<file path="src/common/scr_pkg.sv">
package scr_pkg;

  // ==========================================================================
  // register offsets (plain port address)
  localparam logic [1:0] SCR_OFS_CTRL   = 2'h0;
  localparam logic [1:0] SCR_OFS_STAT   = 2'h1;
  localparam logic [1:0] SCR_OFS_DATA   = 2'h2;

  // ==========================================================================
  // serial_control bit positions
  localparam int SCR_CTL_RXIE   = 7;
  localparam int SCR_CTL_MSTR   = 5;
  localparam int SCR_CTL_CLOCK_IDLE_LEVEL   = 4;
  localparam int SCR_CTL_CLOCK_PHASE_SELECT   = 3;
  localparam int SCR_CTL_ODRN   = 2;
  localparam int SCR_CTL_EN     = 1;
  localparam int SCR_CTL_TXIE   = 0;

  // serial_status_control bit positions
  localparam int SCR_ST_RXF     = 7;
  localparam int SCR_ST_ERROR_IRQ_ENABLE   = 6;
  localparam int SCR_ST_OVR     = 5;
  localparam int SCR_ST_MODE_FAULT_FLAG    = 4;
  localparam int SCR_ST_TXE     = 3;
  localparam int SCR_ST_MFEN    = 2;
  localparam int SCR_ST_RATE    = 0;

  // ==========================================================================
  // reset values
  localparam logic [7:0] SCR_CTRL_RST = 8'h28;
  localparam logic [7:0] SCR_STAT_RST = 8'h08;

  // ==========================================================================
  // rate divisor half periods in bus clocks (divisors 2, 8, 32, 128)
  localparam logic [6:0] SCR_HALF_DIV2   = 7'h01;
  localparam logic [6:0] SCR_HALF_DIV8   = 7'h04;
  localparam logic [6:0] SCR_HALF_DIV32  = 7'h10;
  localparam logic [6:0] SCR_HALF_DIV128 = 7'h40;
  localparam logic [3:0] SCR_BITS        = 4'h8;

endpackage : scr_pkg

</file>
<file path="src/rtl/scr_shifter.sv">
`timescale 1ns/1ps
// byte shift engine: master clock generation or slave sampling
module scr_shifter
  import scr_pkg::*;
(
  // clock and reset
  input  wire logic       sys_clk_in,
  input  wire logic       sys_rst_in,
  // configuration
  input  wire logic       enable_in,
  input  wire logic       master_in,
  input  wire logic       clock_idle_level_in,
  input  wire logic       clock_phase_select_in,
  input  wire logic [6:0] half_in,
  // byte exchange
  input  wire logic       load_in,
  input  wire logic [7:0] tx_byte_in,
  output logic            busy_out,
  output logic            done_out,
  output logic [7:0]      rx_byte_out,
  // synchronised pins
  input  wire logic       sclk_in,
  input  wire logic       sel_n_in,
  input  wire logic       sdi_in,
  output logic            sclk_out,
  output logic            sdo_out
);

  typedef struct packed {
    logic       busy;
    logic       done;
    logic [6:0] cnt;
    logic [3:0] edges;
    logic [3:0] nsmp;
    logic [1:0] pipe;
    logic       sck;
    logic       sck_d;
    logic [7:0] sh;
    logic [7:0] rsh;
    logic [7:0] rx;
  } scr_sh_t;

  scr_sh_t st_r;
  scr_sh_t st_nxt;
  logic    lead;
  logic    trail;
  logic    samp;
  logic    drive;
  logic    take;

  // ==========================================================================
  // next state: master counts half periods, slave follows pin edges
  always_comb
  begin
    st_nxt       = st_r;
    st_nxt.done  = 1'b0;
    st_nxt.sck_d = sclk_in;
    lead         = 1'b0;
    trail        = 1'b0;
    if (!enable_in)
    begin
      st_nxt.busy  = 1'b0;
      st_nxt.edges = 4'h0;
      st_nxt.nsmp  = 4'h0;
      st_nxt.sck   = clock_idle_level_in;
    end
    else if (master_in)
    begin
      if (!st_r.busy)
      begin
        st_nxt.sck = clock_idle_level_in;
        if (load_in)
        begin
          st_nxt.busy  = 1'b1;
          st_nxt.sh    = tx_byte_in;
          st_nxt.cnt   = half_in;
          st_nxt.edges = 4'h0;
          st_nxt.nsmp  = 4'h0;
        end
      end
      // clock parked at idle until the last delayed sample lands
      else if (st_r.edges == SCR_BITS)
      begin
        if (st_r.pipe == 2'b00)
        begin
          st_nxt.busy  = 1'b0;
          st_nxt.edges = 4'h0;
        end
      end
      else if (st_r.cnt == 7'h01)
      begin
        st_nxt.cnt = half_in;
        st_nxt.sck = ~st_r.sck;
        // leading edge leaves idle level, trailing edge returns to it
        if (st_r.sck == clock_idle_level_in)
          lead = 1'b1;
        else
          trail = 1'b1;
      end
      else
        st_nxt.cnt = st_r.cnt - 7'h01;
    end
    else
    begin
      // deselected slave ignores clocks, even mid-byte
      if (sel_n_in)
      begin
        st_nxt.busy  = 1'b0;
        st_nxt.edges = 4'h0;
        st_nxt.nsmp  = 4'h0;
      end
      else
      begin
        if (!st_r.busy && load_in)
          st_nxt.sh = tx_byte_in;
        if (sclk_in != st_r.sck_d)
        begin
          st_nxt.busy = 1'b1;
          if (sclk_in != clock_idle_level_in)
            lead = 1'b1;
          else
            trail = 1'b1;
        end
      end
    end
    // output moves only on drive edges so the far side never races it
    samp  = clock_phase_select_in ? trail : lead;
    drive = clock_phase_select_in ? (lead && (st_r.edges != 4'h0)) : trail;
    // master sample waits out the two pin flops before taking the bit
    if (enable_in && master_in)
      st_nxt.pipe = {st_r.pipe[0], samp};
    else
      st_nxt.pipe = 2'b00;
    take = enable_in && (master_in ? st_r.pipe[1] : samp);
    if (drive)
      st_nxt.sh = {st_nxt.sh[6:0], 1'b0};
    if (trail)
    begin
      st_nxt.edges = st_r.edges + 4'h1;
      if (!master_in && (st_r.edges == SCR_BITS - 4'h1))
      begin
        st_nxt.busy  = 1'b0;
        st_nxt.edges = 4'h0;
      end
    end
    if (take)
    begin
      st_nxt.rsh  = {st_r.rsh[6:0], sdi_in};
      st_nxt.nsmp = st_r.nsmp + 4'h1;
      if (st_r.nsmp == SCR_BITS - 4'h1)
      begin
        st_nxt.done = 1'b1;
        st_nxt.nsmp = 4'h0;
        st_nxt.rx   = {st_r.rsh[6:0], sdi_in};
      end
    end
  end

  // state register
  always_ff @(posedge sys_clk_in or posedge sys_rst_in)
  begin
    if (sys_rst_in)
      st_r <= '0;
    else
      st_r <= st_nxt;
  end

  assign busy_out    = st_r.busy;
  assign done_out    = st_r.done;
  assign rx_byte_out = st_r.rx;
  assign sclk_out    = st_r.sck;
  assign sdo_out     = st_r.sh[7];

endmodule : scr_shifter

</file>
<file path="src/rtl/scr_regs.sv">
// Design decisions made here: the address map and strobed register access.
`timescale 1ns/1ps
// Summary of operation
// (RULE1) receive-full requests interrupt only while rx enable is set
// (RULE2) master select one gives master, zero gives slave
// (RULE3) polarity sets idle clock level; both ends must match
// (RULE4) both ends share phase; phase zero needs select high between bytes
// (RULE5) open-drain select makes clock and data pins open-drain
// (RULE6) enable turns module on; clearing it partially resets logic
// (RULE7) rx full set on byte arrival; cleared by status then data read
// (RULE8) error enable gates mode-fault and overrun requests
// (RULE9) overrun set on byte before read; older byte kept
// (RULE10) overrun cleared by status read with flag then data read
// (RULE11) slave with fault enable flags select high mid-transfer
// (RULE12) master with fault enable flags select low anytime
// (RULE13) mode fault cleared by status read then control write
// (RULE14) tx empty set when transmit byte moves to shifter
// (RULE15) tx enable gates tx empty request
// (RULE16) tx empty cleared by data register write
// (RULE17) software writes data only while tx empty is set
// (RULE18) fault enable gates setting; clearing it keeps flag
// (RULE19) master without fault enable ignores select pin, freed as gpio
// (RULE20) slave always uses select pin; fault enable only gates flag
// (RULE21) master rate code divides bus clock by 2, 8, 32, 128
// (RULE22) data write loads tx buffer, read returns rx; both survive reset
// (RULE23) no read-modify-write on data register
// (RULE24) rx full and error flags merge into one request
// (RULE25) tx empty request needs module enable
// (RULE26) flags read-only; set wins over clearing step
module scr_regs
  import scr_pkg::*;
(
  // clock and reset
  input  wire logic       sys_clk_in,
  input  wire logic       sys_rst_in,
  // register port
  input  wire logic [1:0] addr_in,
  input  wire logic [7:0] wdata_in,
  input  wire logic       wr_in,
  input  wire logic       rd_in,
  output logic [7:0]      rdata_out,
  // interrupt requests
  output logic            rx_err_irq_out,
  output logic            tx_irq_out,
  // serial clock pin
  input  wire logic       sclk_pin_in,
  output logic            sclk_pin_out,
  output logic            sclk_pin_oe_out,
  // master out pin
  input  wire logic       mosi_pin_in,
  output logic            mosi_pin_out,
  output logic            mosi_pin_oe_out,
  // master in pin
  input  wire logic       miso_pin_in,
  output logic            miso_pin_out,
  output logic            miso_pin_oe_out,
  // slave select pin, active low
  input  wire logic       sel_n_pin_in,
  output logic            sel_gpio_out
);

  typedef struct packed {
    logic [7:0] ctrl;
    logic       error_irq_enable;
    logic       mfen;
    logic [1:0] rate;
    logic       rxf;
    logic       ovr;
    logic       mode_fault_flag;
    logic       txe;
    logic       arm_rx;
    logic       arm_mf;
    logic       pend;
    logic [7:0] rdata;
    logic [2:0] s1;
    logic [2:0] s2;
    logic       sel_prev;
  } scr_st_t;

  scr_st_t    st_r;
  scr_st_t    st_nxt;
  logic [7:0] tx_buf_r;
  logic [7:0] rx_buf_r;
  logic       en;
  logic       mstr;
  logic       busy;
  logic       done;
  logic [7:0] rx_byte;
  logic [6:0] half;
  logic       sclk_s;
  logic       sel_n_s;
  logic       sdi;
  logic       sck_o;
  logic       sdo_o;
  logic       load;

  // decode of a register access at one offset
  function automatic logic hit(input logic [1:0] a, input logic [1:0] o);
    hit = (a == o);
  endfunction : hit

  assign en      = st_r.ctrl[SCR_CTL_EN];                  // RULE6
  assign mstr    = st_r.ctrl[SCR_CTL_MSTR];                // RULE2
  assign sclk_s  = st_r.s2[0];
  assign sel_n_s = st_r.s2[1];
  assign sdi     = st_r.s2[2];

  // ==========================================================================
  // rate divisor select, only the master uses it
  always_comb
  begin
    case (st_r.rate)                                       // RULE21
      2'h0:    half = SCR_HALF_DIV2;
      2'h1:    half = SCR_HALF_DIV8;
      2'h2:    half = SCR_HALF_DIV32;
      2'h3:    half = SCR_HALF_DIV128;
      default: half = SCR_HALF_DIV2;
    endcase
  end

  // pending byte hands over when shifter idle
  assign load = st_r.pend && !busy && en;                  // RULE14

  scr_shifter u_shift (
    .sys_clk_in  (sys_clk_in),
    .sys_rst_in  (sys_rst_in),
    .enable_in   (en),
    .master_in   (mstr),
    .clock_idle_level_in     (st_r.ctrl[SCR_CTL_CLOCK_IDLE_LEVEL]),
    .clock_phase_select_in     (st_r.ctrl[SCR_CTL_CLOCK_PHASE_SELECT]),
    .half_in     (half),
    .load_in     (load),
    .tx_byte_in  (tx_buf_r),
    .busy_out    (busy),
    .done_out    (done),
    .rx_byte_out (rx_byte),
    .sclk_in     (sclk_s),
    .sel_n_in    (sel_n_s),
    .sdi_in      (sdi),
    .sclk_out    (sck_o),
    .sdo_out     (sdo_o)
  );

  // ==========================================================================
  // register and flag next state
  always_comb
  begin
    st_nxt = st_r;
    // pins pass two flops before use
    st_nxt.s1 = {mstr ? miso_pin_in : mosi_pin_in, sel_n_pin_in,
                 sclk_pin_in};
    st_nxt.s2 = st_r.s1;
    st_nxt.sel_prev = sel_n_s;
    // read data stands one cycle
    st_nxt.rdata = 8'h00;
    if (rd_in)
    begin
      if (hit(addr_in, SCR_OFS_CTRL))
        st_nxt.rdata = st_r.ctrl;
      else if (hit(addr_in, SCR_OFS_STAT))
        st_nxt.rdata = {st_r.rxf, st_r.error_irq_enable, st_r.ovr, st_r.mode_fault_flag,
                        st_r.txe, st_r.mfen, st_r.rate};
      else if (hit(addr_in, SCR_OFS_DATA))
        st_nxt.rdata = rx_buf_r;                           // RULE22
    end
    // first step of two-step clears: status read with flag set
    if (rd_in && hit(addr_in, SCR_OFS_STAT))
    begin
      st_nxt.arm_rx = st_r.rxf || st_r.ovr;
      st_nxt.arm_mf = st_r.mode_fault_flag;
    end
    // second steps
    if (rd_in && hit(addr_in, SCR_OFS_DATA) && st_r.arm_rx)
    begin
      st_nxt.rxf    = 1'b0;                                // RULE7
      st_nxt.ovr    = 1'b0;                                // RULE10
      st_nxt.arm_rx = 1'b0;
    end
    if (wr_in && hit(addr_in, SCR_OFS_CTRL))
    begin
      st_nxt.ctrl = wdata_in & 8'hbf;
      if (st_r.arm_mf)
      begin
        st_nxt.mode_fault_flag   = 1'b0;                              // RULE13
        st_nxt.arm_mf = 1'b0;
      end
    end
    // flag bits ignore writes; only control fields stored
    if (wr_in && hit(addr_in, SCR_OFS_STAT))
    begin
      st_nxt.error_irq_enable = wdata_in[SCR_ST_ERROR_IRQ_ENABLE];
      st_nxt.mfen  = wdata_in[SCR_ST_MFEN];                // RULE18
      st_nxt.rate  = wdata_in[SCR_ST_RATE +: 2];           // RULE26
    end
    if (wr_in && hit(addr_in, SCR_OFS_DATA))
    begin
      st_nxt.txe  = 1'b0;                                  // RULE16
      st_nxt.pend = 1'b1;
    end
    // hardware sets follow the register-access clears so they beat them; the disable clears below still win
    if (load)
    begin
      st_nxt.txe  = 1'b1;                                  // RULE14
      st_nxt.pend = 1'b0;
    end
    if (done)
    begin
      if (st_r.rxf)
        st_nxt.ovr = 1'b1;                                 // RULE9
      else
        st_nxt.rxf = 1'b1;                                 // RULE7
    end
    if (en && st_r.mfen)                                   // RULE18
    begin
      if (mstr && !sel_n_s)
        st_nxt.mode_fault_flag = 1'b1;                                // RULE12
      if (!mstr && busy && sel_n_s && !st_r.sel_prev)
        st_nxt.mode_fault_flag = 1'b1;                                // RULE11
    end
    // disable: partial reset of transfer state and flags
    if (!en)
    begin
      st_nxt.pend   = 1'b0;                                // RULE6
      st_nxt.txe    = 1'b1;
      st_nxt.rxf    = 1'b0;
      st_nxt.ovr    = 1'b0;
      st_nxt.arm_rx = 1'b0;
    end
  end

  // state register
  always_ff @(posedge sys_clk_in or posedge sys_rst_in)
  begin
    if (sys_rst_in)
    begin
      st_r       <= '0;
      st_r.ctrl  <= SCR_CTRL_RST;
      st_r.txe   <= SCR_STAT_RST[SCR_ST_TXE];
      st_r.sel_prev <= 1'b1;
    end
    else
    begin
      st_r       <= st_nxt;
    end
  end

  // data buffers have no reset so contents survive it
  always_ff @(posedge sys_clk_in)
  begin
    if (wr_in && hit(addr_in, SCR_OFS_DATA))
      tx_buf_r <= wdata_in;                                // RULE22
    if (done && !st_r.rxf)
      rx_buf_r <= rx_byte;                                 // RULE9
  end

  // ==========================================================================
  // interrupt requests
  assign rx_err_irq_out = (st_r.rxf && st_r.ctrl[SCR_CTL_RXIE])   // RULE1
                        || (st_r.error_irq_enable                            // RULE8
                            && (st_r.mode_fault_flag || st_r.ovr));          // RULE24
  assign tx_irq_out     = st_r.txe && st_r.ctrl[SCR_CTL_TXIE]     // RULE15
                        && en;                                    // RULE25

  assign rdata_out = st_r.rdata;

  // ==========================================================================
  // pins: open-drain drives only lows
  always_comb
  begin
    sclk_pin_out    = mstr ? sck_o : 1'b0;                 // RULE3
    mosi_pin_out    = sdo_o;
    miso_pin_out    = sdo_o;
    sclk_pin_oe_out = en && mstr;
    mosi_pin_oe_out = en && mstr;
    miso_pin_oe_out = en && !mstr && !sel_n_s;
    if (st_r.ctrl[SCR_CTL_ODRN])                           // RULE5
    begin
      sclk_pin_oe_out = sclk_pin_oe_out && !sclk_pin_out;
      mosi_pin_oe_out = mosi_pin_oe_out && !mosi_pin_out;
      miso_pin_oe_out = miso_pin_oe_out && !miso_pin_out;
    end
  end

  // select pin free for gpio unless enabled as slave or as faulting master
  assign sel_gpio_out = !en || (mstr && !st_r.mfen);       // RULE19 RULE20
endmodule : scr_regs

</file>
<file path="config.mk">
export PLATFORM = sky130hd
export DESIGN_NAME = scr_regs
export DESIGN_NICKNAME = d
export VERILOG_FILES = /design/src/common/scr_pkg.sv /design/src/rtl/scr_shifter.sv /design/src/rtl/scr_regs.sv
export SDC_FILE = /design/constraint.sdc
export NUM_CORES = 1
export LEC_CHECK = 0
export ABC_AREA = 1
export BUFFER_PORTS_ARGS = -buffer_cell sky130_fd_sc_hd__buf_2
export CAP_MARGIN = 20
export CORE_ASPECT_RATIO = 0.6
export CORE_MARGIN = 3
export CORE_UTILIZATION = 50
export CTS_CLUSTER_DIAMETER = 60
export CTS_CLUSTER_SIZE = 12
export DETAILED_ROUTE_END_ITERATION = 8
export HOLD_SLACK_MARGIN = 0.02
export MAX_ROUTING_LAYER = met4
export PLACE_DENSITY_LB_ADDON = 0.08
export SLEW_MARGIN = 20
export SYNTH_ARGS = -nofsm -noshare
export SYNTH_HDL_FRONTEND = slang
export SYNTH_SLANG_ARGS = --single-unit
</file>
<file path="constraint.sdc">
create_clock -name sys_clk_in -period 2.7 [get_ports sys_clk_in]
set_clock_uncertainty 0.1 [all_clocks]
set_input_delay 0.27 -clock sys_clk_in [delete_from_list [all_inputs] [get_ports sys_clk_in]]
set_output_delay 0.27 -clock sys_clk_in [all_outputs]
set_load 0.01 [all_outputs]
</file>
==> summary.md, run 1 <==
| Metric | Value |
|---|---|
| Status | finished, final reports clean |
| WL met1 | around 4.9 mm |
| Initial Utilization | between 50% and 60% |
| Std-Cell Rows | 25 |
| Maxcap violations | 0 |
| R2R cell count | 9 |
| Primary FF master, synth | dfrtp_1 |
| Period minus WS final | around 2.2 ns |
| DRT iter0 DRCs | 274 |
| CTS Sinks | between 90 and 100 |
| Worst setup path start | mstr |
| Die width | 125 um |
| Worst-Margin Slew | 0.737 ns |
| Yosys top cell by area | dfrtp_1 |
| TritonCTS clock tree | built |
| Top Family by Delay on Critical Path | simple AND/OR/NAND/NOR gates |
| Ys async rst share | 82.8% |
| Startpoint type of the worst setup path | flop |
| # setup viols final | 0 |
| Final Hold Fails | 0 |
| Sum Neg Setup Slack | 0 ns |
| Vias per cell | 5.20 |
| Grt ovf | 0 |
| Reg2reg start | mstr |
| Met3 routed WL | approximately 650 um |
| # IOs | 35 |
| Critical path class | flop to flop |
| Placed cell area | 4500 um2 |
| Final Cycle Share | 81.2% |
| Endpoint class of the critical path | flop |
| CTS-repair resized insts | 0 |
| Cell chain of the critical path | nand3_2, nor2_2, nand3_1, nand3_2, nand3_4, nand2_2, inv_1, nand2_1, nand2_1 |
| Area delta synth->final | 13.1% |
| Yosys reg bits | 93 |
| Die area | 9740 um2 |
| RSZ-0062 raised after global routing | false |
| Hpwl dp | 6.78 mm |
| Wire per inst | 15.0 um |
| Crit path to | u_shift.st_r[13] |
| CTS Buffer Depth | 2 |
| Post-DRT Antenna Nets | 0 |
| Core area | 8100 um2 |
| Stages on the worst setup path | 9 |
| Worst-skew pair later-pin latency | between 0.3 and 0.4 ns |
| Top post-synthesis cells by count | 128 x nand2_1, 73 x dfrtp_1, 58 x inv_1 |
| Highest metal used | met4 |
| Final GP Congestion | roughly 0.92 |
| CP Max Fanout | 21 |
| Initial antenna violation count | 0 |
| Top-count cell post-synth | nand2_1 |
| Post-synthesis sequential area ratio | a little under three fifths |
| Total GRT Usage | 20.8% |
| Max incr delay on CP | around 0.63 ns |
| Critical path arrival | 2.32 ns |
| Post-synth net total | between 400 and 500 |
| Vias in the first global route | between 2000 and 3000 |
| Antenna diode count | 0 |
| CTS buffer count | 9 |
| Post-synth EDFFs | 16 |
| Slew margin rel. | 50.7% |
| Lkg Pwr | 2.43 nW |
| FMAX | 0.456 GHz |
| Total Wirelength | roughly 9.2 mm |
| Root Driver | clkbuf_16 |
| Global-route wire length before repair | 15.6 mm |
| NumNets Final | ~520 |
| # port buffers | 34 |
| Setup slack after layout | 0.507 ns |
| Share of the synthesized area in the top cell type | between 40% and 50% |
| Mean Syn Cell Area | 9.24 um2 |
| Vias | ~3200 |
| CP bufs+invs | 1 |
| Largest net degree at the start of global routing | between 50 and 60 |
| DIE HEIGHT | roughly 78 um |
| Critical Path Slowest Stage Cell | dfstp_2 |
| P per Cell Area | 791 nW/um2 |
| Peak supply drop | 361 uV |
| R2r setup slk | 0.51 ns |
| Synth unique cells | 45 |
| Mapped Area | approximately 4300 um2 |
| Layout cells sized above 1 | 16.6% |
| Pre-CTS WS | 0.553 ns |
| DRT Pass-1 Iters | 4 |
| Worst-path clk slew | 0.07 ns |
| Worst path required time | 2.82 ns |
| Worst R2R End | u_shift.st_r[13] |
| Max-slew violations | 0 |
| DRC viols | 0 |
| Metal2 WL | 3.59 mm |
| Fin area | 4840 um2 |
| Synth area leaders | dfrtp_1 43%, edfxtp_1 11%, nand2_1 11%, inv_1 5.1%, o21ai_0 3.3% |
| Hold Path Class | primary input to flop |
| Synthesized instance count | 463 |
| Yosys warns | 0 |
| Htree depth | 3 |
## worst min path at each step
stage	from	endpoint	slack [ns]	cells after the start
finish	wdata_in[5]	tx_buf_r[5]	0.04	1
detailed placement	st_nxt[1]	sclk_s	0.23	0
global route	wdata_in[0]	tx_buf_r[0]	0.02	1
CTS	wdata_in[0]	tx_buf_r[0]	0.02	1
floorplan	sclk_pin_in	st_nxt[1]	0.20	0
global placement	st_nxt[1]	sclk_s	0.24	0
## state kept, by name, summed over array words and instances (netlist names), 3 cells and up
name,cells
rdata_out,8
rx_buf_r,8
st_nxt,3
st_r,17
tx_buf_r,8
u_shift.rx_byte_out,8
u_shift.st_r,32
## metrics by stage
stage	utilization (%)	power [mW]	std cells	hold slack (ns)
after floorplan	-	2.39	463	0.201
after global placement	55.5	2.58	592	0.236
after detailed placement	55.5	2.60	592	0.235
after CTS	59.7	3.85	613	0.0216
after global routing	59.7	4.06	613	0.0226
final	59.7	3.83	613	0.0357
## cell families (layout without fill, tap and decap cells)
logic type / after synthesis / after routing / share of synthesized area, %
AND/OR/NAND/NOR: 208 / 208 / 22.0
flip-flops: 93 / 93 / 56.4
buffers and inverters: 80 / 122 / 8.62
AO/OA/AOI/OAI: 67 / 67 / 9.33
XOR/XNOR: 9 / 9 / 2.02
adder cells (fa/ha/maj): 5 / 5 / 1.46
multiplexers: 1 / 1 / 0.234
## worst register-to-register path, cell delays in order, from the launching register on
cell     delay [ns]
dfstp_2        0.63
nand3_2        0.13
nor2_2         0.20
nand3_1        0.15
nand3_2        0.12
nand3_4        0.10
nand2_2        0.31
inv_1          0.21
nand2_1        0.10
nand2_1        0.05
## metal layers
layer | vias up | GRT usage [%]
met5 | - | -
li1 | 1564 | -
met4 | 0 | 4.44
met2 | 102 | 27.0
met3 | 9 | 5.36
met1 | 1510 | 32.4
## placed cells by master (no fill, tap or decap), types with 2 or more instances in the layout
cell type      Yosys  routed
buf_4             11       3
xor2_1             6       6
buf_2              2      34
xnor2_1            2       2
clkbuf_16          0       9
dlygate4sd3_1      0       5
a31oi_1            3       3
nand2_1          128     128
inv_2              4       5
o221ai_1           3       3
nor2_1            28      28
nand4_1            6       6
ha_1               5       5
o211ai_1           4       4
nor2_4             2       2
edfxtp_1          16      16
clkinvlp_4         0       2
a21oi_1           14      14
dfrtp_1           73      73
nor3_1             6       6
dfstp_2            4       4
nand2_2            4       4
inv_1             58      57
nand3_1           20      20
o21ai_0           28      28
o22ai_1            3       3
o31ai_1            2       2
nor2_2             3       3
o21ai_1            3       3
nand3_2            5       5
## what timing repair did
action / in CTS / in global routing
hold endpoints to repair: 28 / 0
hold buffers: 5 / 0
buffers inserted: 0 / 0
## power breakdown
group / total (mW) / switching, mW / internal, mW / leakage [nW]
clock network: 1.24 / 0.522 / 0.716 / 0.137
registers: 1.85 / 0.202 / 1.65 / 1.16
logic: 0.738 / 0.453 / 0.284 / 1.13
total: 3.83 / 1.18 / 2.65 / 2.43
## cell type report
class | count | area [um2]
Fill cell | 680 | 3260
Sequential cell | 93 | 2410
Multi-Input combinational cell | 290 | 1500
Timing Repair Buffer | 43 | 263
Inverter | 63 | 239
Clock buffer | 10 | 229
Tap cell | 108 | 135
Clock inverter | 6 | 62.6
(Power assumes the default switching activity.)
==> inputs of run 2 (changes only) <==
==> constraint.sdc (replaced) <==
create_clock -name sys_clk_in -period 2.25 [get_ports sys_clk_in]
set_clock_uncertainty 0.1 [all_clocks]
set_input_delay 0.225 -clock sys_clk_in [delete_from_list [all_inputs] [get_ports sys_clk_in]]
set_output_delay 0.225 -clock sys_clk_in [all_outputs]
set_load 0.01 [all_outputs]
==> summary.md, run 2 (synthesis gave the netlist of run 1 again) <==
| Metric | Value |
|---|---|
| Wire per inst | 15.3 um (was 15.0 um) |
| TritonCTS clock tree | built (unchanged) |
| Root Driver | clkbuf_16 (unchanged) |
| Hold Path Depth | 3 (was 1) |
| Vias in the first global route | 3112 (was 2959) |
| Global-route wire length before repair | 16.0 mm (was 15.6 mm) |
| Critical Path Most Common Cell | nand2_1 |
| Cell chain of the critical path | nand2_1, a21oi_2, nand2_2, inv_2, nand2_1, nor3_2, xor2_1, nand2_1, inv_1 (was nand3_2, nor2_2, nand3_1, nand3_2, nand3_4, nand2_2, inv_1, nand2_1, nand2_1) |
| Worst-Margin Slew | 0.723 ns (was 0.737 ns) |
| Maxcap violations | 0 (unchanged) |
| Most frequent cells in the layout | 128 x nand2_1, 73 x dfrtp_1, 57 x inv_1 (unchanged) |
| Fin area | 4930 um2 (was 4840 um2) |
| Total GRT Usage | 21.8% (was 20.8%) |
| # setup viols final | 0 (unchanged) |
| DIE HEIGHT | 77.7 um (unchanged) |
| Core area | 8100 um2 (unchanged) |
| RSZ-0062 raised after global routing | false (unchanged) |
| DRT Pass-1 Iters | 5 (was 4) |
| Pre-CTS WS | 0.151 ns (was 0.553 ns) |
| Flip-flop count of the largest register after layout | 32 (unchanged) |
| CP Max Fanout | 8 (was 21) |
| Grt ovf | 0 (unchanged) |
| Hold Crit Start | miso_pin_in (was wdata_in[5]) |
| Setup Buffers After CTS | 0 (unchanged) |
| Top Family by Delay on Critical Path | simple AND/OR/NAND/NOR gates (unchanged) |
| Die area | 9740 um2 (unchanged) |
| Std-Cell Rows | 25 (unchanged) |
| Post-DRT Antenna Nets | 0 (unchanged) |
| Area delta synth->final | 15.2% (was 13.1%) |
| Layout cells sized above 1 | 17.0% (was 16.6%) |
| CTS Sinks | 93 (unchanged) |
| CTS buffer count | 9 (unchanged) |
| CP bufs+invs | 2 (was 1) |
| Lkg Pwr | 2.46 nW (was 2.43 nW) |
| Vias | 3225 (was 3185) |
| CTS Buffer Depth | 2 (unchanged) |
| # IOs | 35 (unchanged) |
| Period minus WS final | 2.05 ns (was 2.19 ns) |
| Fin Hold WS | 0.0409 ns (was 0.0357 ns) |
| Placed cell area | 4540 um2 (was 4500 um2) |
| DRC viols | 0 (unchanged) |
| Final Hold Fails | 0 (unchanged) |
| Largest net degree at the start of global routing | 41 (was 53) |
| Regs by FF count | u_shift.st_r: 32 flops, st_r: 17 flops (unchanged) |
| Worst path required time | 2.43 ns (was 2.82 ns) |
| # port buffers | 34 (unchanged) |
| R2r setup slk | 0.20 ns (was 0.51 ns) |
| Critical Path Slowest Stage Cell | dfstp_2 (unchanged) |
| Peak supply drop | 410 uV (was 361 uV) |
| Commonest non-fill, non-tap cell in the layout | nand2_1 (unchanged) |
| Hpwl dp | 7.00 mm (was 6.78 mm) |
| FMAX | 0.489 GHz (was 0.456 GHz) |
| Critical path class | flop to flop (unchanged) |
| Critical path arrival | 2.23 ns (was 2.32 ns) |
| Sum Neg Setup Slack | 0 ns (unchanged) |
| Htree depth | 3 (unchanged) |
| Final Cycle Share | 90.9% (was 81.2%) |
| Initial Utilization | 52.8% (unchanged) |
| Status | finished, final reports clean (unchanged) |
| Worst R2R End | u_shift.st_r[41] (was u_shift.st_r[13]) |
| Worst-skew pair later-pin latency | 0.34 ns (about the same) |
| Max incr delay on CP | 0.66 ns (was 0.63 ns) |
| Die width | 125 um (unchanged) |
| Worst hold path endpoint | st_nxt[3] (was tx_buf_r[5]) |
| Slew margin rel. | 51.6% (was 50.7%) |
| Vias per cell | 5.16 (was 5.20) |
| Hold Path Class | primary input to flop (unchanged) |
| Endpoint class of the critical path | flop (unchanged) |
| Startpoint type of the worst setup path | flop (unchanged) |
| Worst-path clk slew | 0.06 ns (was 0.07 ns) |
| Largest register by flop count | u_shift.st_r (unchanged) |
| Max-slew violations | 0 (unchanged) |
| DRT iter0 DRCs | 243 (was 274) |
| Final GP Congestion | 0.885 (was 0.918) |
| NumNets Final | 535 (was 523) |
| R2R cell count | 9 (unchanged) |
| Overall power | 4.52 mW (was 3.83 mW) |
| Antenna diode count | 0 (unchanged) |
| Initial antenna violation count | 0 (unchanged) |
| Total Wirelength | 9.53 mm (was 9.18 mm) |
| P per Cell Area | 916 nW/um2 (was 791 nW/um2) |
| Reg2reg start | mstr (unchanged) |
| Setup slack after layout | 0.204 ns (was 0.507 ns) |
[run 2: layout make-up]
type | instances | area (um2)
fillers | 695 | 3170
flip-flops and latches | 93 | 2410
multi-input cells | 290 | 1500
repair buffers | 55 | 370
inverters | 63 | 243
clock buffers | 10 | 229
well taps | 108 | 135
clock inverters | 6 | 38.8
[run 2: power breakdown]
group | leakage, nW | internal [mW] | switching [mW]
Clock | 0.120 | 0.745 | 0.634
Combinational | 1.18 | 0.361 | 0.550
Sequential | 1.16 | 1.98 | 0.251
Total | 2.46 | 3.09 | 1.44
[run 2: worst min-delay path, delay by kind of cell]
kind	cells	cell delay (ns)
buffers and inverters	1	0.09
and+or+nand+nor	2	0.14
[run 2: per-layer routing]
layer,GRT usage (%),up-vias,part of all wire (%)
met5,-,-,0
met3,5.71,13,6.2
met2,29.5,98,41
met4,8.12,0,1.8
met1,31.6,1530,51
li1,-,1584,-
[run 2: timing repair]
| item | CTS | global route |
|---|---|---|
| hold buffers | 12 | 0 |
| resized for setup | 0 | 1 |
| setup endpoints to repair | 0 | 7 |
| hold endpoints to repair | 37 | 0 |
[run 2: worst max-delay path by stage]
| stage | cells after the start | slack [ns] | endpoint | start |
|---|---|---|---|---|
| floorplan | 11 | 0.49 | u_shift.rx_byte_out[0] | mstr |
| global placement | 12 | 0.27 | u_shift.st_r[9] | u_shift.st_r[32] |
| detailed placement | 9 | 0.15 | u_shift.st_r[10] | mstr |
| CTS | 9 | 0.12 | u_shift.st_r[10] | mstr |
| global route | 9 | 0.05 | u_shift.st_r[41] | mstr |
| finish | 9 | 0.20 | u_shift.st_r[41] | mstr |
[run 2: stage by stage]
step                      utilization, %  std cells
after global placement              56.0        597
after floorplan                        -        463
after global routing                60.9        625
final                               60.9        625
after CTS                           60.8        625
after detailed placement            56.0        597
==> inputs of run 3 (changes only) <==
==> constraint.sdc (replaced) <==
create_clock -name sys_clk_in -period 1.67 [get_ports sys_clk_in]
set_clock_uncertainty 0.1 [all_clocks]
set_input_delay 0.167 -clock sys_clk_in [delete_from_list [all_inputs] [get_ports sys_clk_in]]
set_output_delay 0.167 -clock sys_clk_in [all_outputs]
set_load 0.005 [all_outputs]
==> summary.md, run 3 (synthesis gave the netlist of run 1 again) <==
| Metric | Value |
|---|---|
| Worst-skew pair later-pin latency | 0.34 ns (about the same) |
| Startpoint type of the worst setup path | flop (unchanged) |
| Layout cells sized above 1 | 43.3% (was 17.0%) |
| Slew margin rel. | 66.1% (was 51.6%) |
| Fin Hold WS | 0.124 ns (was 0.0409 ns) |
| Final GP Congestion | 0.917 (was 0.885) |
| Total Wirelength | 12.0 mm (was 9.53 mm) |
| CP bufs+invs | 2 (unchanged) |
| Final Cycle Share | 116% (was 90.9%) |
| Placed cell area | 4950 um2 (was 4540 um2) |
| DRT iter0 DRCs | 316 (was 243) |
| Failing checks | setup timing |
| FMAX | 0.516 GHz (was 0.489 GHz) |
| Stages on the worst setup path | 12 (was 9) |
| NumNets Final | 618 (was 535) |
| Flip-flop count of the largest register after layout | 32 (unchanged) |
| Post-DRT Antenna Nets | 0 (unchanged) |
| Root Driver | clkbuf_16 (unchanged) |
| Worst setup path start | u_shift.st_r[37] (was mstr) |
| DRC viols | 0 (unchanged) |
| Vias per cell | 5.26 (was 5.16) |
| Std-Cell Rows | 25 (unchanged) |
| Fin area | 6190 um2 (was 4930 um2) |
| Area delta synth->final | 44.7% (was 15.2%) |
| Antenna diode count | 0 (unchanged) |
| Htree depth | 3 (unchanged) |
| Reg2reg start | u_shift.st_r[37] (was mstr) |
| DRT Pass-1 Iters | 5 (unchanged) |
| Lkg Pwr | 3.01 nW (was 2.46 nW) |
| Largest net degree at the start of global routing | 27 (was 41) |
| Commonest non-fill, non-tap cell in the layout | nand2_1 (unchanged) |
| Critical Path Slowest Stage Cell | dfrtp_1 (was dfstp_2) |
| Endpoint class of the critical path | flop (unchanged) |
| Die area | 9740 um2 (unchanged) |
| Critical path class | flop to flop (unchanged) |
| R2R cell count | 12 (was 9) |
| Wire per inst | 17.0 um (was 15.3 um) |
| CTS Buffer Depth | 2 (unchanged) |
| P per Cell Area | 1160 nW/um2 (was 916 nW/um2) |
| Status | finished, violations left (was finished, final reports clean) |
| # port buffers | 34 (unchanged) |
| Largest register by flop count | u_shift.st_r (unchanged) |
| Setup slack after layout | -0.268 ns (was 0.204 ns) |
| Period minus WS final | 1.94 ns (was 2.05 ns) |
| Max incr delay on CP | 0.38 ns (was 0.66 ns) |
| DIE HEIGHT | 77.7 um (unchanged) |
| Most frequent cells in the layout | 90 x nand2_1, 71 x dfrtp_1, 62 x buf_4 (was 128 x nand2_1, 73 x dfrtp_1, 57 x inv_1) |
| CTS buffer count | 9 (unchanged) |
| Initial Utilization | 52.8% (unchanged) |
| Grt ovf | 0 (unchanged) |
| CP Max Fanout | 6 (was 8) |
| Total GRT Usage | 25.3% (was 21.8%) |
| Die width | 125 um (unchanged) |
| Hold Crit Start | wr_in (was miso_pin_in) |
| Worst-path clk slew | 0.07 ns (was 0.06 ns) |
| Worst-Margin Slew | 0.508 ns (was 0.723 ns) |
| Cell chain of the critical path | inv_1, ha_1, nand2_1, nor2_4, nand3_2, buf_6, nand3_4, nand3_4, nand2_8, nand2_8, nand2_2, nand2_2 (was nand2_1, a21oi_2, nand2_2, inv_2, nand2_1, nor3_2, xor2_1, nand2_1, inv_1) |
| Sum Neg Setup Slack | -8.37 ns (was 0 ns) |
| Maxcap violations | 0 (unchanged) |
| TritonCTS clock tree | built (unchanged) |
| Peak supply drop | 602 uV (was 410 uV) |
| CTS Sinks | 93 (unchanged) |
| Final Util | 76.5% (was 60.9%) |
| Final Hold Fails | 0 (unchanged) |
| Global-route wire length before repair | 19.0 mm (was 16.0 mm) |
| Vias | 3721 (was 3225) |
| Max-slew violations | 0 (unchanged) |
| Top Family by Delay on Critical Path | simple AND/OR/NAND/NOR gates (unchanged) |
| Vias in the first global route | 3703 (was 3112) |
| Hpwl dp | 7.42 mm (was 7.00 mm) |
| # IOs | 35 (unchanged) |
| RSZ-0062 raised after global routing | true (was false) |
| Critical path arrival | 2.07 ns (was 2.23 ns) |
| Initial antenna violation count | 0 (unchanged) |
| Worst path required time | 1.80 ns (was 2.43 ns) |
| Hold Path Class | primary input to flop (unchanged) |
| Regs by FF count | u_shift.st_r: 32 flops, st_r: 17 flops (unchanged) |
| Hold Path Depth | 4 (was 3) |
| # setup viols final | 43 (was 0) |
| Core area | 8100 um2 (unchanged) |
run 3: cell count changes in the layout (fill, tap and decap cells not counted), moves of 7 or more:
| cell | change |
|---|---|
| o21ai_0 | -11 |
| nand2_4 | +7 |
| nand2_2 | +29 |
| a21oi_1 | -8 |
| buf_4 | +54 |
| nor2_4 | +8 |
| nand2_1 | -38 |
| buf_6 | +21 |
| o21ai_2 | +8 |
| inv_1 | -10 |
| nor2_1 | -9 |
run 3: worst paths after layout:
path	endpoint	slack, ns
min in group asynchronous	st_nxt[3]	0.32
hold reg to reg	sclk_s	0.26
max in group asynchronous	st_r[26]	0.66
hold / removal	st_r[18]	0.12
setup / recovery	u_shift.rx_byte_out[0]	-0.27
setup reg to reg	u_shift.rx_byte_out[0]	-0.27
run 3: final cells by class:
type | instances | area, um2
clock inverters | 7 | 65.1
clock buffers | 9 | 225
flip-flops and latches | 93 | 2410
well taps | 108 | 135
inverters | 63 | 258
multi-input cells | 292 | 1970
fillers | 564 | 1910
repair buffers | 136 | 1120
run 3: timing repair:
action,CTS,global route
cloned,3,1
hold buffers,14,0
pin swaps,34,23
gates resized for setup,98,63
setup buffers,17,15
hold endpoints to repair,32,0
setup endpoints to repair,44,48
run 3: routing by layer:
layer	wire, um	vias up	global-route usage (%)
li1	-	1759	-
met1	5670	1825	36.9
met2	5570	117	37.3
met3	586	20	4.26
met4	191	0	6.28
met5	0	-	-
run 3: stage by stage:
step / total power, mW / instances / setup slack (ns)
2_1_floorplan: 3.84 / 463 / -0.0339
3_3_place_gp: 4.42 / 645 / -0.167
3_5_place_dp: 4.48 / 645 / -0.257
4_1_cts: 6.84 / 695 / -0.248
5_1_grt: 7.57 / 708 / -0.361
6_report: 7.21 / 708 / -0.268
run 3: worst min-delay path, stage by stage:
cell and delay [ns]:
buf_2 0.09, inv_1 0.06, o21ai_0 0.19, nand2_1 0.05
run 3: power breakdown:
| part | leakage (nW) | internal (mW) | total (mW) | switching [mW] |
|---|---|---|---|---|
| Combinational | 1.72 | 1.01 | 2.17 | 1.16 |
| Sequential | 1.16 | 2.67 | 3.01 | 0.344 |
| Clock | 0.135 | 1.15 | 2.04 | 0.885 |
